==> src/design/dnp3_pkg.sv <==
package dnp3_pkg;
  // serial timing
  localparam int CLK_HZ = 50_000_000;
  localparam int BAUD_RATE = 9600;
  localparam int BIT_CYCLES = CLK_HZ / BAUD_RATE;
  localparam int FIFO_DEPTH = 16;
  // frame layout
  localparam logic [7:0] START0 = 8'h05;
  localparam logic [7:0] START1 = 8'h64;
  localparam logic [7:0] HDR_LEN = 8'h05;
  localparam logic [7:0] BLOCK_BYTES = 8'h10;
  localparam logic [3:0] RESP_BYTES = 4'ha;
  localparam int CTRL_PRM = 6;
  localparam int TP_FIN = 7;
  localparam int TP_FIR = 6;
  localparam logic [15:0] ADDR_MAX = 16'hfffe;
  localparam logic [11:0] FRAG_MAX = 12'h800;
  localparam logic [15:0] CRC_POLY = 16'ha6bc;
  // primary function codes from the master
  localparam logic [3:0] FN_RESET_LINK = 4'h0;
  localparam logic [3:0] FN_RESET_USER = 4'h1;
  localparam logic [3:0] FN_CONF_DATA = 4'h3;
  localparam logic [3:0] FN_UNCONF_DATA = 4'h4;
  localparam logic [3:0] FN_LINK_STATUS = 4'h9;
  // secondary function codes sent back
  localparam logic [3:0] FN_ACK = 4'h0;
  localparam logic [3:0] FN_STATUS = 4'hb;

  typedef struct packed {
    logic fir;
    logic fin;
    logic sof;
    logic eof;
    logic [7:0] data;
  } seg_byte_type;

  typedef enum {
    S_SYNC0, S_SYNC1, S_LEN, S_CTRL, S_DST0, S_DST1, S_SRC0, S_SRC1,
    S_HCRC0, S_HCRC1, S_DATA, S_DCRC0, S_DCRC1
  } rx_state_type;

  // reflected crc, init zero, sent complemented low byte first
  function automatic logic [15:0] crc_step(input logic [15:0] c,
                                           input logic [7:0] b);
    logic [15:0] r;
    r = c ^ {8'h00, b};
    for (int i = 0; i < 8; i++) begin
      r = r[0] ? ((r >> 1) ^ CRC_POLY) : (r >> 1);
    end
    return r;
  endfunction
endpackage

==> src/design/dnp3_link_transport_slave.sv <==
`timescale 1ns/1ps
module dnp3_link_transport_slave #(
  parameter int BIT_CYCLES = dnp3_pkg::BIT_CYCLES,
  parameter int FIFO_DEPTH = dnp3_pkg::FIFO_DEPTH
) (
  input wire logic mclk,
  input wire logic rst_n,
  input wire logic [15:0] link_addr,
  input wire logic rx_in,
  output logic tx_out,
  output logic tx_oe_n,
  output logic out_valid,
  input wire logic out_ready,
  output dnp3_pkg::seg_byte_type out_item,
  output logic seq_gap,
  output logic frame_drop,
  output logic link_reset,
  output logic user_reset
);
  localparam logic [15:0] FULL = 16'(BIT_CYCLES - 1);
  localparam logic [15:0] HALF = 16'(BIT_CYCLES / 2);

  dnp3_pkg::rx_state_type state;
  logic rx_busy, rx_done, pend, take, push, in_ready, first, sof;
  logic [15:0] rx_cnt, rcrc, dst, src, resp_dst, tcrc;
  logic [3:0] rx_bit, tx_bit, tx_idx, next_idx, resp_func;
  logic [7:0] rx_sh, b, len, ctrl, crc_lo, ucount, tp, tx_byte;
  logic [4:0] blk;
  logic [5:0] last_seq;
  logic [11:0] msg_cnt;
  logic in_msg, resp_arm, resp_set, resp_pend, tx_active, hdr_ok, blk_ok;
  logic [15:0] tx_cnt;
  logic [9:0] tx_sh;
  dnp3_pkg::seg_byte_type item;

  // serial receiver, sampled mid-bit; muted while we drive the line
  always_ff @(posedge mclk or negedge rst_n) begin
    if (!rst_n) begin
      rx_busy <= 1'b0;
      rx_done <= 1'b0;
      rx_cnt <= '0;
      rx_bit <= '0;
      rx_sh <= '0;
    end else begin
      rx_done <= 1'b0;
      if (!rx_busy) begin
        if (!rx_in && !tx_active) begin
          rx_busy <= 1'b1;
          rx_cnt <= HALF;
          rx_bit <= '0;
        end
      end else if (rx_cnt != '0) begin
        rx_cnt <= rx_cnt - 1'b1;
      end else begin
        rx_cnt <= FULL;
        rx_bit <= rx_bit + 1'b1;
        if (rx_bit == 4'h0 && rx_in) begin
          rx_busy <= 1'b0; // glitch, not a start bit
        end else if (rx_bit == 4'h9) begin
          rx_busy <= 1'b0;
          rx_done <= rx_in; // framing error drops the character
        end else if (rx_bit != 4'h0) begin
          rx_sh <= {rx_in, rx_sh[7:1]};
        end
      end
    end
  end

  // one-byte holding stage; a full fifo stalls the parser here
  always_ff @(posedge mclk or negedge rst_n) begin
    if (!rst_n) begin
      pend <= 1'b0;
      b <= '0;
    end else if (rx_done) begin
      pend <= 1'b1;
      b <= rx_sh;
    end else if (take) begin
      pend <= 1'b0;
    end
  end

  assign push = pend && state == dnp3_pkg::S_DATA && !first &&
                msg_cnt != dnp3_pkg::FRAG_MAX;
  assign take = pend && !(push && !in_ready);
  assign hdr_ok = ({b, crc_lo} == ~rcrc) && dst == link_addr &&
                  link_addr <= dnp3_pkg::ADDR_MAX && ctrl[dnp3_pkg::CTRL_PRM]
                  && len >= dnp3_pkg::HDR_LEN;
  assign blk_ok = {b, crc_lo} == ~rcrc;
  assign item = '{fir: tp[dnp3_pkg::TP_FIR], fin: tp[dnp3_pkg::TP_FIN],
                  sof: sof, eof: ucount == 8'h01, data: b};

  // link frame parser; length octet caps a frame at 292 octets
  always_ff @(posedge mclk or negedge rst_n) begin
    if (!rst_n) begin
      state <= dnp3_pkg::S_SYNC0;
      rcrc <= '0;
      len <= '0;
      ctrl <= '0;
      dst <= '0;
      src <= '0;
      crc_lo <= '0;
      ucount <= '0;
      blk <= '0;
      first <= 1'b0;
      resp_arm <= 1'b0;
      resp_set <= 1'b0;
      resp_func <= '0;
      resp_dst <= '0;
      frame_drop <= 1'b0;
      link_reset <= 1'b0;
      user_reset <= 1'b0;
    end else begin
      resp_set <= 1'b0;
      frame_drop <= 1'b0;
      link_reset <= 1'b0;
      user_reset <= 1'b0;
      if (take) begin
        case (state)
          dnp3_pkg::S_SYNC0: begin
            rcrc <= dnp3_pkg::crc_step(16'h0000, b);
            if (b == dnp3_pkg::START0) state <= dnp3_pkg::S_SYNC1;
          end
          dnp3_pkg::S_SYNC1: begin
            rcrc <= dnp3_pkg::crc_step(rcrc, b);
            if (b == dnp3_pkg::START1) state <= dnp3_pkg::S_LEN;
            else if (b != dnp3_pkg::START0) state <= dnp3_pkg::S_SYNC0;
            else rcrc <= dnp3_pkg::crc_step(16'h0000, b);
          end
          dnp3_pkg::S_HCRC0, dnp3_pkg::S_DCRC0: begin
            crc_lo <= b;
            state <= (state == dnp3_pkg::S_HCRC0) ? dnp3_pkg::S_HCRC1 :
                     dnp3_pkg::S_DCRC1;
          end
          dnp3_pkg::S_HCRC1: begin
            rcrc <= '0;
            state <= dnp3_pkg::S_SYNC0;
            resp_dst <= src;
            resp_func <= (ctrl[3:0] == dnp3_pkg::FN_LINK_STATUS) ?
                         dnp3_pkg::FN_STATUS : dnp3_pkg::FN_ACK;
            if (!hdr_ok) begin
              frame_drop <= 1'b1; // no answer at all
            end else if ((ctrl[3:0] == dnp3_pkg::FN_CONF_DATA ||
                          ctrl[3:0] == dnp3_pkg::FN_UNCONF_DATA) &&
                         len > dnp3_pkg::HDR_LEN) begin
              ucount <= len - dnp3_pkg::HDR_LEN;
              blk <= (len - dnp3_pkg::HDR_LEN > dnp3_pkg::BLOCK_BYTES) ?
                     5'h10 : 5'(len - dnp3_pkg::HDR_LEN);
              first <= 1'b1;
              resp_arm <= ctrl[3:0] == dnp3_pkg::FN_CONF_DATA;
              state <= dnp3_pkg::S_DATA;
            end else if (len == dnp3_pkg::HDR_LEN &&
                         (ctrl[3:0] == dnp3_pkg::FN_RESET_LINK ||
                          ctrl[3:0] == dnp3_pkg::FN_RESET_USER ||
                          ctrl[3:0] == dnp3_pkg::FN_LINK_STATUS)) begin
              resp_set <= 1'b1;
              link_reset <= ctrl[3:0] == dnp3_pkg::FN_RESET_LINK;
              user_reset <= ctrl[3:0] == dnp3_pkg::FN_RESET_USER;
            end else begin
              frame_drop <= 1'b1;
            end
          end
          dnp3_pkg::S_DATA: begin
            rcrc <= dnp3_pkg::crc_step(rcrc, b);
            first <= 1'b0;
            ucount <= ucount - 1'b1;
            blk <= blk - 1'b1;
            if (!first && !push) frame_drop <= 1'b1;
            if (blk == 5'h01) state <= dnp3_pkg::S_DCRC0;
            else state <= dnp3_pkg::S_DATA;
          end
          dnp3_pkg::S_DCRC1: begin
            rcrc <= '0;
            if (!blk_ok) begin
              frame_drop <= 1'b1;
              state <= dnp3_pkg::S_SYNC0;
            end else if (ucount == 8'h00) begin
              resp_set <= resp_arm;
              state <= dnp3_pkg::S_SYNC0;
            end else begin
              blk <= (ucount > dnp3_pkg::BLOCK_BYTES) ? 5'h10 :
                     5'(ucount);
              state <= dnp3_pkg::S_DATA;
            end
          end
          default: begin
            rcrc <= dnp3_pkg::crc_step(rcrc, b);
            if (state == dnp3_pkg::S_LEN) len <= b;
            if (state == dnp3_pkg::S_CTRL) ctrl <= b;
            if (state == dnp3_pkg::S_DST0) dst[7:0] <= b;
            if (state == dnp3_pkg::S_DST1) dst[15:8] <= b;
            if (state == dnp3_pkg::S_SRC0) src[7:0] <= b;
            if (state == dnp3_pkg::S_SRC1) src[15:8] <= b;
            state <= dnp3_pkg::rx_state_type'(state + 1);
          end
        endcase
      end
    end
  end

  // transport byte: flags, sequence, message length
  always_ff @(posedge mclk or negedge rst_n) begin
    if (!rst_n) begin
      tp <= '0;
      sof <= 1'b0;
      last_seq <= '0;
      in_msg <= 1'b0;
      seq_gap <= 1'b0;
      msg_cnt <= '0;
    end else begin
      seq_gap <= 1'b0;
      if (link_reset || user_reset) begin
        in_msg <= 1'b0;
      end else if (take && state == dnp3_pkg::S_DATA && first) begin
        tp <= b;
        sof <= 1'b1;
        last_seq <= b[5:0];
        in_msg <= !b[dnp3_pkg::TP_FIN];
        if (b[dnp3_pkg::TP_FIR]) begin
          msg_cnt <= '0;
        end else if (!(in_msg && b[5:0] == last_seq + 1'b1)) begin
          seq_gap <= 1'b1; // data still forwarded after a gap
        end
      end else if (push && in_ready) begin
        sof <= 1'b0;
        msg_cnt <= msg_cnt + 1'b1;
      end
    end
  end

  seg_fifo #(
    .WIDTH($bits(dnp3_pkg::seg_byte_type)),
    .DEPTH(FIFO_DEPTH)
  ) u_fifo (
    .mclk(mclk),
    .rst_n(rst_n),
    .in_valid(push),
    .in_ready(in_ready),
    .in_data(item),
    .out_valid(out_valid),
    .out_ready(out_ready),
    .out_data(out_item)
  );

  // answer pending; a new request wins over the start-of-send clear
  always_ff @(posedge mclk or negedge rst_n) begin
    if (!rst_n) resp_pend <= 1'b0;
    else if (resp_set) resp_pend <= 1'b1;
    else if (!tx_active) resp_pend <= 1'b0;
  end

  // reply bytes: header with secondary control, then complemented crc
  assign next_idx = tx_active ? tx_idx + 1'b1 : 4'h0;
  always_comb begin
    case (next_idx)
      4'h0: tx_byte = dnp3_pkg::START0;
      4'h1: tx_byte = dnp3_pkg::START1;
      4'h2: tx_byte = dnp3_pkg::HDR_LEN;
      4'h3: tx_byte = {4'h0, resp_func};
      4'h4: tx_byte = resp_dst[7:0];
      4'h5: tx_byte = resp_dst[15:8];
      4'h6: tx_byte = link_addr[7:0];
      4'h7: tx_byte = link_addr[15:8];
      4'h8: tx_byte = ~tcrc[7:0];
      4'h9: tx_byte = ~tcrc[15:8];
      default: tx_byte = 8'hff;
    endcase
  end

  // serial transmitter, starts only on a pending answer
  always_ff @(posedge mclk or negedge rst_n) begin
    if (!rst_n) begin
      tx_active <= 1'b0;
      tx_idx <= '0;
      tx_bit <= '0;
      tx_cnt <= '0;
      tx_sh <= 10'h3ff;
      tcrc <= '0;
    end else if (!tx_active ? resp_pend : (tx_cnt == '0 && tx_bit == 4'h9 &&
                 tx_idx != dnp3_pkg::RESP_BYTES - 1'b1)) begin
      tx_active <= 1'b1;
      tx_idx <= next_idx;
      tx_sh <= {1'b1, tx_byte, 1'b0};
      tx_bit <= '0;
      tx_cnt <= FULL;
      if (next_idx < 4'h8)
        tcrc <= dnp3_pkg::crc_step(tx_active ? tcrc : 16'h0000, tx_byte);
    end else if (tx_active) begin
      if (tx_cnt != '0) begin
        tx_cnt <= tx_cnt - 1'b1;
      end else begin
        tx_cnt <= FULL;
        if (tx_bit == 4'h9) begin
          tx_active <= 1'b0; // release the line after the stop bit
        end else begin
          tx_bit <= tx_bit + 1'b1;
          tx_sh <= {1'b1, tx_sh[9:1]};
        end
      end
    end
  end

  assign tx_out = tx_active ? tx_sh[0] : 1'b1;
  assign tx_oe_n = !tx_active;
endmodule // dnp3_link_transport_slave

==> src/design/seg_fifo.sv <==
`timescale 1ns/1ps
module seg_fifo #(
  parameter int WIDTH = 12,
  parameter int DEPTH = 16
) (
  input wire logic mclk,
  input wire logic rst_n,
  input wire logic in_valid,
  output logic in_ready,
  input wire logic [WIDTH-1:0] in_data,
  output logic out_valid,
  input wire logic out_ready,
  output logic [WIDTH-1:0] out_data
);
  localparam int AW = $clog2(DEPTH);
  logic [WIDTH-1:0] mem [DEPTH];
  logic [AW-1:0] wp;
  logic [AW-1:0] rp;
  logic [AW:0] count;
  logic wr;
  logic rd;

  // the output register adds one slot beyond the array
  assign in_ready = count != (AW+1)'(DEPTH);
  assign wr = in_valid && in_ready;
  assign rd = (count != '0) && (!out_valid || out_ready);

  // array write side
  always_ff @(posedge mclk or negedge rst_n) begin
    if (!rst_n) begin
      wp <= '0;
    end else if (wr) begin
      mem[wp] <= in_data;
      wp <= wp + 1'b1;
    end
  end

  // registered read side
  always_ff @(posedge mclk or negedge rst_n) begin
    if (!rst_n) begin
      rp <= '0;
      out_valid <= 1'b0;
      out_data <= '0;
    end else if (rd) begin
      out_data <= mem[rp];
      out_valid <= 1'b1;
      rp <= rp + 1'b1;
    end else if (out_ready) begin
      out_valid <= 1'b0;
    end
  end

  // occupancy of the array
  always_ff @(posedge mclk or negedge rst_n) begin
    if (!rst_n) begin
      count <= '0;
    end else begin
      count <= count + (AW+1)'(wr) - (AW+1)'(rd);
    end
  end
endmodule // seg_fifo

==> config.mk <==
export PLATFORM = sky130hd
export DESIGN_NAME = dnp3_link_transport_slave
export DESIGN_NICKNAME = d
export VERILOG_FILES = /design/src/design/dnp3_pkg.sv /design/src/design/dnp3_link_transport_slave.sv /design/src/design/seg_fifo.sv
export SDC_FILE = /design/constraint.sdc
export NUM_CORES = 1
export LEC_CHECK = 0
export ABC_AREA = 0
export BUFFER_PORTS_ARGS = -buffer_cell sky130_fd_sc_hd__buf_2
export CAP_MARGIN = 20
export CORE_MARGIN = 5
export CORE_UTILIZATION = 55
export DETAILED_ROUTE_END_ITERATION = 10
export PLACE_DENSITY_LB_ADDON = 0.2
export SYNTH_ARGS = -nofsm -noshare
export SYNTH_HDL_FRONTEND = slang
export SYNTH_HIERARCHICAL = 1
export SYNTH_SLANG_ARGS = --single-unit
==> constraint.sdc <==
create_clock -name mclk -period 5.05 [get_ports mclk]
set_input_delay 0.7575 -clock mclk [delete_from_list [all_inputs] [get_ports mclk]]
set_output_delay 0.7575 -clock mclk [all_outputs]
set_load 0.005 [all_outputs]
==> reports/qor.csv <==
stage,metric,value,unit
drt,Routed Antenna Nets,0,
timing,part of the cycle the worst path needs,86.07,%
finish,share of layout cells above drive strength 1,18.56,%
grt,pin count of the biggest net entering global routing,187,
placement,"Cell Area, Placed",23910,um2
power,overall power,0.008823,W
worst_setup_path,required time of the critical path,5.53,ns
grt,Total GRT Usage,21.80,%
run,max cap viols,0,
worst_setup_path,Worst Setup Start Kind,flip-flop,
finish,Total Nets Final,1993,
grt,initial antenna violation count,0,
clock_network,clk_lat worst skew,0.59,ns
synthesis,Yosys cell types,102,
clock_network,Worst-path clk slew,0.06,ns
finish,final cell utilization of the core,61.20,%
status,outcome,"complete, no violations",
min_path,worst min path class,input pin to asynchronous set/reset pin,
clock_network,CTS tree,built,
synthesis,number of synthesized register bits,468,
worst_setup_path,WP data arrival,4.82,ns
power,Pleak,10.85,nW
timing,Max Fclk,0.2301,GHz
drt,vias,14926,
clock_network,Max Root-Sink Buffers,3,
clock_network,hold_buf cts,0,
synthesis,synthesized area,23170,um2
floorplanning,Initial Util,55.36,%
finish,Final Cell Area,25610,um2
clock_network,# H-tree levels,2,
power,PD cells,344.5,nW/um2
synthesis,post-synthesis async set-or-reset flop share,58.97,%
clock_network,CTS root buffer,clkbuf_16,
synthesis,"Seq/Total Area, Yosys",54.74,%
drt,drc violations,0,
placement,post-detail-place hpwl,33290,um
worst_setup_path,R2R Setup Slk,0.70,ns
placement,IO Port Bufs,38,
timing,setup-violating endpoint count in the final report,0,
worst_setup_path,CP endpoint kind,flip-flop,
clock_network,"Setup Fix Bufs, Post-CTS",0,
floorplanning,row count,75,
clock_network,TritonCTS Buffers,48,
floorplanning,die width,215.3,um
timing,max-slew violations,0,
timing,RSZ-0062 raised after global routing,false,
synthesis,synth warn,6,
drt,via/cell ratio,5.932,
grt,vias in the first global route,14847,
power,Max VDD drop,0.0003495,V
timing,Tightest Pin Transition,1.007,ns
synthesis,Synth Flop Type,dfrtp_1,
clock_network,Num Clock Sinks,468,
synthesis,number of enable flip-flop cells after synthesis,192,
placement,Final Wtd Congestion,0.8860,
clock_network,cells resized by post-CTS repair,0,
grt,total gr overflow,0,
drt,first-pass detailed-route iteration total,5,
drt,Routed WL per cell,20.03,um
synthesis,Syn Nets,1953,
finish,Layout area overhead,10.54,%
floorplanning,Die H,215.3,um
floorplanning,Core Footprint,41850,um2
timing,clock skew,0.01297,ns
floorplanning,# IOs,39,
timing,Final min period,4.347,ns
finish,# diodes,0,
timing,final setup TNS,0,ns
synthesis,syn_area_per_cell,12.21,um2
worst_setup_path,Crit Path Max Fanout,21,
floorplanning,Die Area,46330,um2
synthesis,Mapped Cells,1897,
grt,first-pass GRT wire length,82220,um
drt,initial drt markers,1328,
drt,total wire length,50390,um
worst_setup_path,CP Class,flip-flop to flip-flop,
timing,Slew HR,32.90,%
timing,Final Hold Viols,0,
cells in the mapped netlist (12+ instances only):
| cell | count | area, um2 |
|---|---|---|
| nor2_1 | 136 | 510.5 |
| a211oi_1 | 19 | 142.6 |
| o21ai_1 | 16 | 80.08 |
| buf_2 | 26 | 130.1 |
| or3_1 | 12 | 75.07 |
| mux2i_1 | 25 | 250.2 |
| edfxtp_1 | 192 | 5766 |
| o22ai_1 | 22 | 137.6 |
| a21oi_1 | 60 | 300.3 |
| ha_1 | 35 | 437.9 |
| nand2b_1 | 25 | 156.4 |
| nor3_1 | 37 | 185.2 |
| a22oi_1 | 17 | 127.6 |
| nand4_1 | 32 | 200.2 |
| xor2_1 | 81 | 709.4 |
| clkbuf_1 | 45 | 168.9 |
| nand2_1 | 145 | 544.3 |
| mux2_2 | 96 | 1081 |
| and3_1 | 21 | 131.4 |
| inv_1 | 50 | 187.7 |
| a21o_1 | 14 | 105.1 |
| xnor2_1 | 139 | 1217 |
| nor4_1 | 18 | 112.6 |
| nand3_1 | 43 | 215.2 |
| o21ai_0 | 72 | 360.4 |
| dfrtp_1 | 267 | 6681 |
| mux4_2 | 47 | 1059 |
critical path: stages (launching register included):
cell       delay, ns
dfrtp_1         0.52
inv_1           0.08
ha_1            0.78
inv_1           0.34
o21ai_1         0.37
o32ai_2         0.20
a2111oi_4       0.33
mux2i_1         0.41
xor3_2          0.38
xnor2_2         0.25
xnor2_2         0.12
xor2_1          0.17
mux2_4          0.27
kinds of logic after synthesis:
family	Yosys count	share of synthesized area (%)
xor gates and xnor gates	228	9.013
and+or+nand+nor	543	11.83
adders and majority gates	36	1.976
AOI/OAI and AO/OA	302	8.802
DFF	468	54.74
muxes	174	10.75
buffers and inverters	146	2.894
sequential cells by signal (all words and copies together) (netlist names), 9 cells and up:
name	flops
u_fifo/mem	192
state	32
dst	16
rcrc	16
resp_dst	16
rx_cnt	16
src	16
tcrc	16
tx_cnt	16
msg_cnt	12
u_fifo/out_data	12
tx_sh	9
final cells by class:
cell class              count  area (um2)
repair buffers             80       546.8
fillers                  3294       16240
inverters                  56       210.2
clock buffers              73        1439
well taps                 539       674.4
clock inverters            17       217.7
flip-flops and latches    468       12690
multi-input cells        1283        9838
path summary, 6_finish.rpt:
path	start	depth (start not counted)	to
worst max-delay path	tx_idx[1]	12	tcrc[3]
worst min-delay path	rst_n	1	u_fifo/out_valid
worst max register to register	tx_idx[1]	12	tcrc[3]
worst min register to register	resp_set	1	resp_pend
max in group asynchronous	rst_n	2	rx_bit[2]
min in group mclk	resp_set	1	resp_pend
where the power goes:
| part | internal (W) | switching [W] | total (W) |
|---|---|---|---|
| clock network | 0.00218 | 0.00148 | 0.00366 |
| logic | 0.000417 | 0.000461 | 0.000878 |
| registers | 0.00406 | 0.000219 | 0.00428 |
| total | 0.00666 | 0.00216 | 0.00882 |
cell usage in the layout (no fill, tap or decap), types with 22 or more instances in the layout:
master,n
dfrtp_1,265
edfxtp_1,192
nand2_1,145
xnor2_1,139
nor2_1,135
mux2_2,96
xor2_1,81
o21ai_0,72
a21oi_1,60
clkbuf_16,51
inv_1,50
mux4_2,47
nand3_1,43
buf_4,38
buf_2,37
ha_1,35
nor3_1,33
nand4_1,32
nand2b_1,25
mux2i_1,25
o22ai_1,22
metal layers:
layer  global-route usage [%]  vias to the layer above  routed length (um)  share of wire, %
met5                        0                        -                   0                 0
met4                    5.889                        0                1143               2.3
met3                    3.814                       88                2371               4.7
met2                    35.03                      365               23980                48
met1                    31.13                     7507               22900                45
li1                         -                     6966                   -                 -
stage by stage:
step                hold slack (ns)  worst slack (ns)  instances
floorplan                    0.4044             1.518       1897
global placement             0.4106            0.8894       2422
detailed placement           0.4194            0.7190       2422
CTS                          0.1972            0.7111       2512
global route                 0.2350            0.3975       2516
finish                       0.1879            0.7035       2516
(Power assumes the default switching activity.)
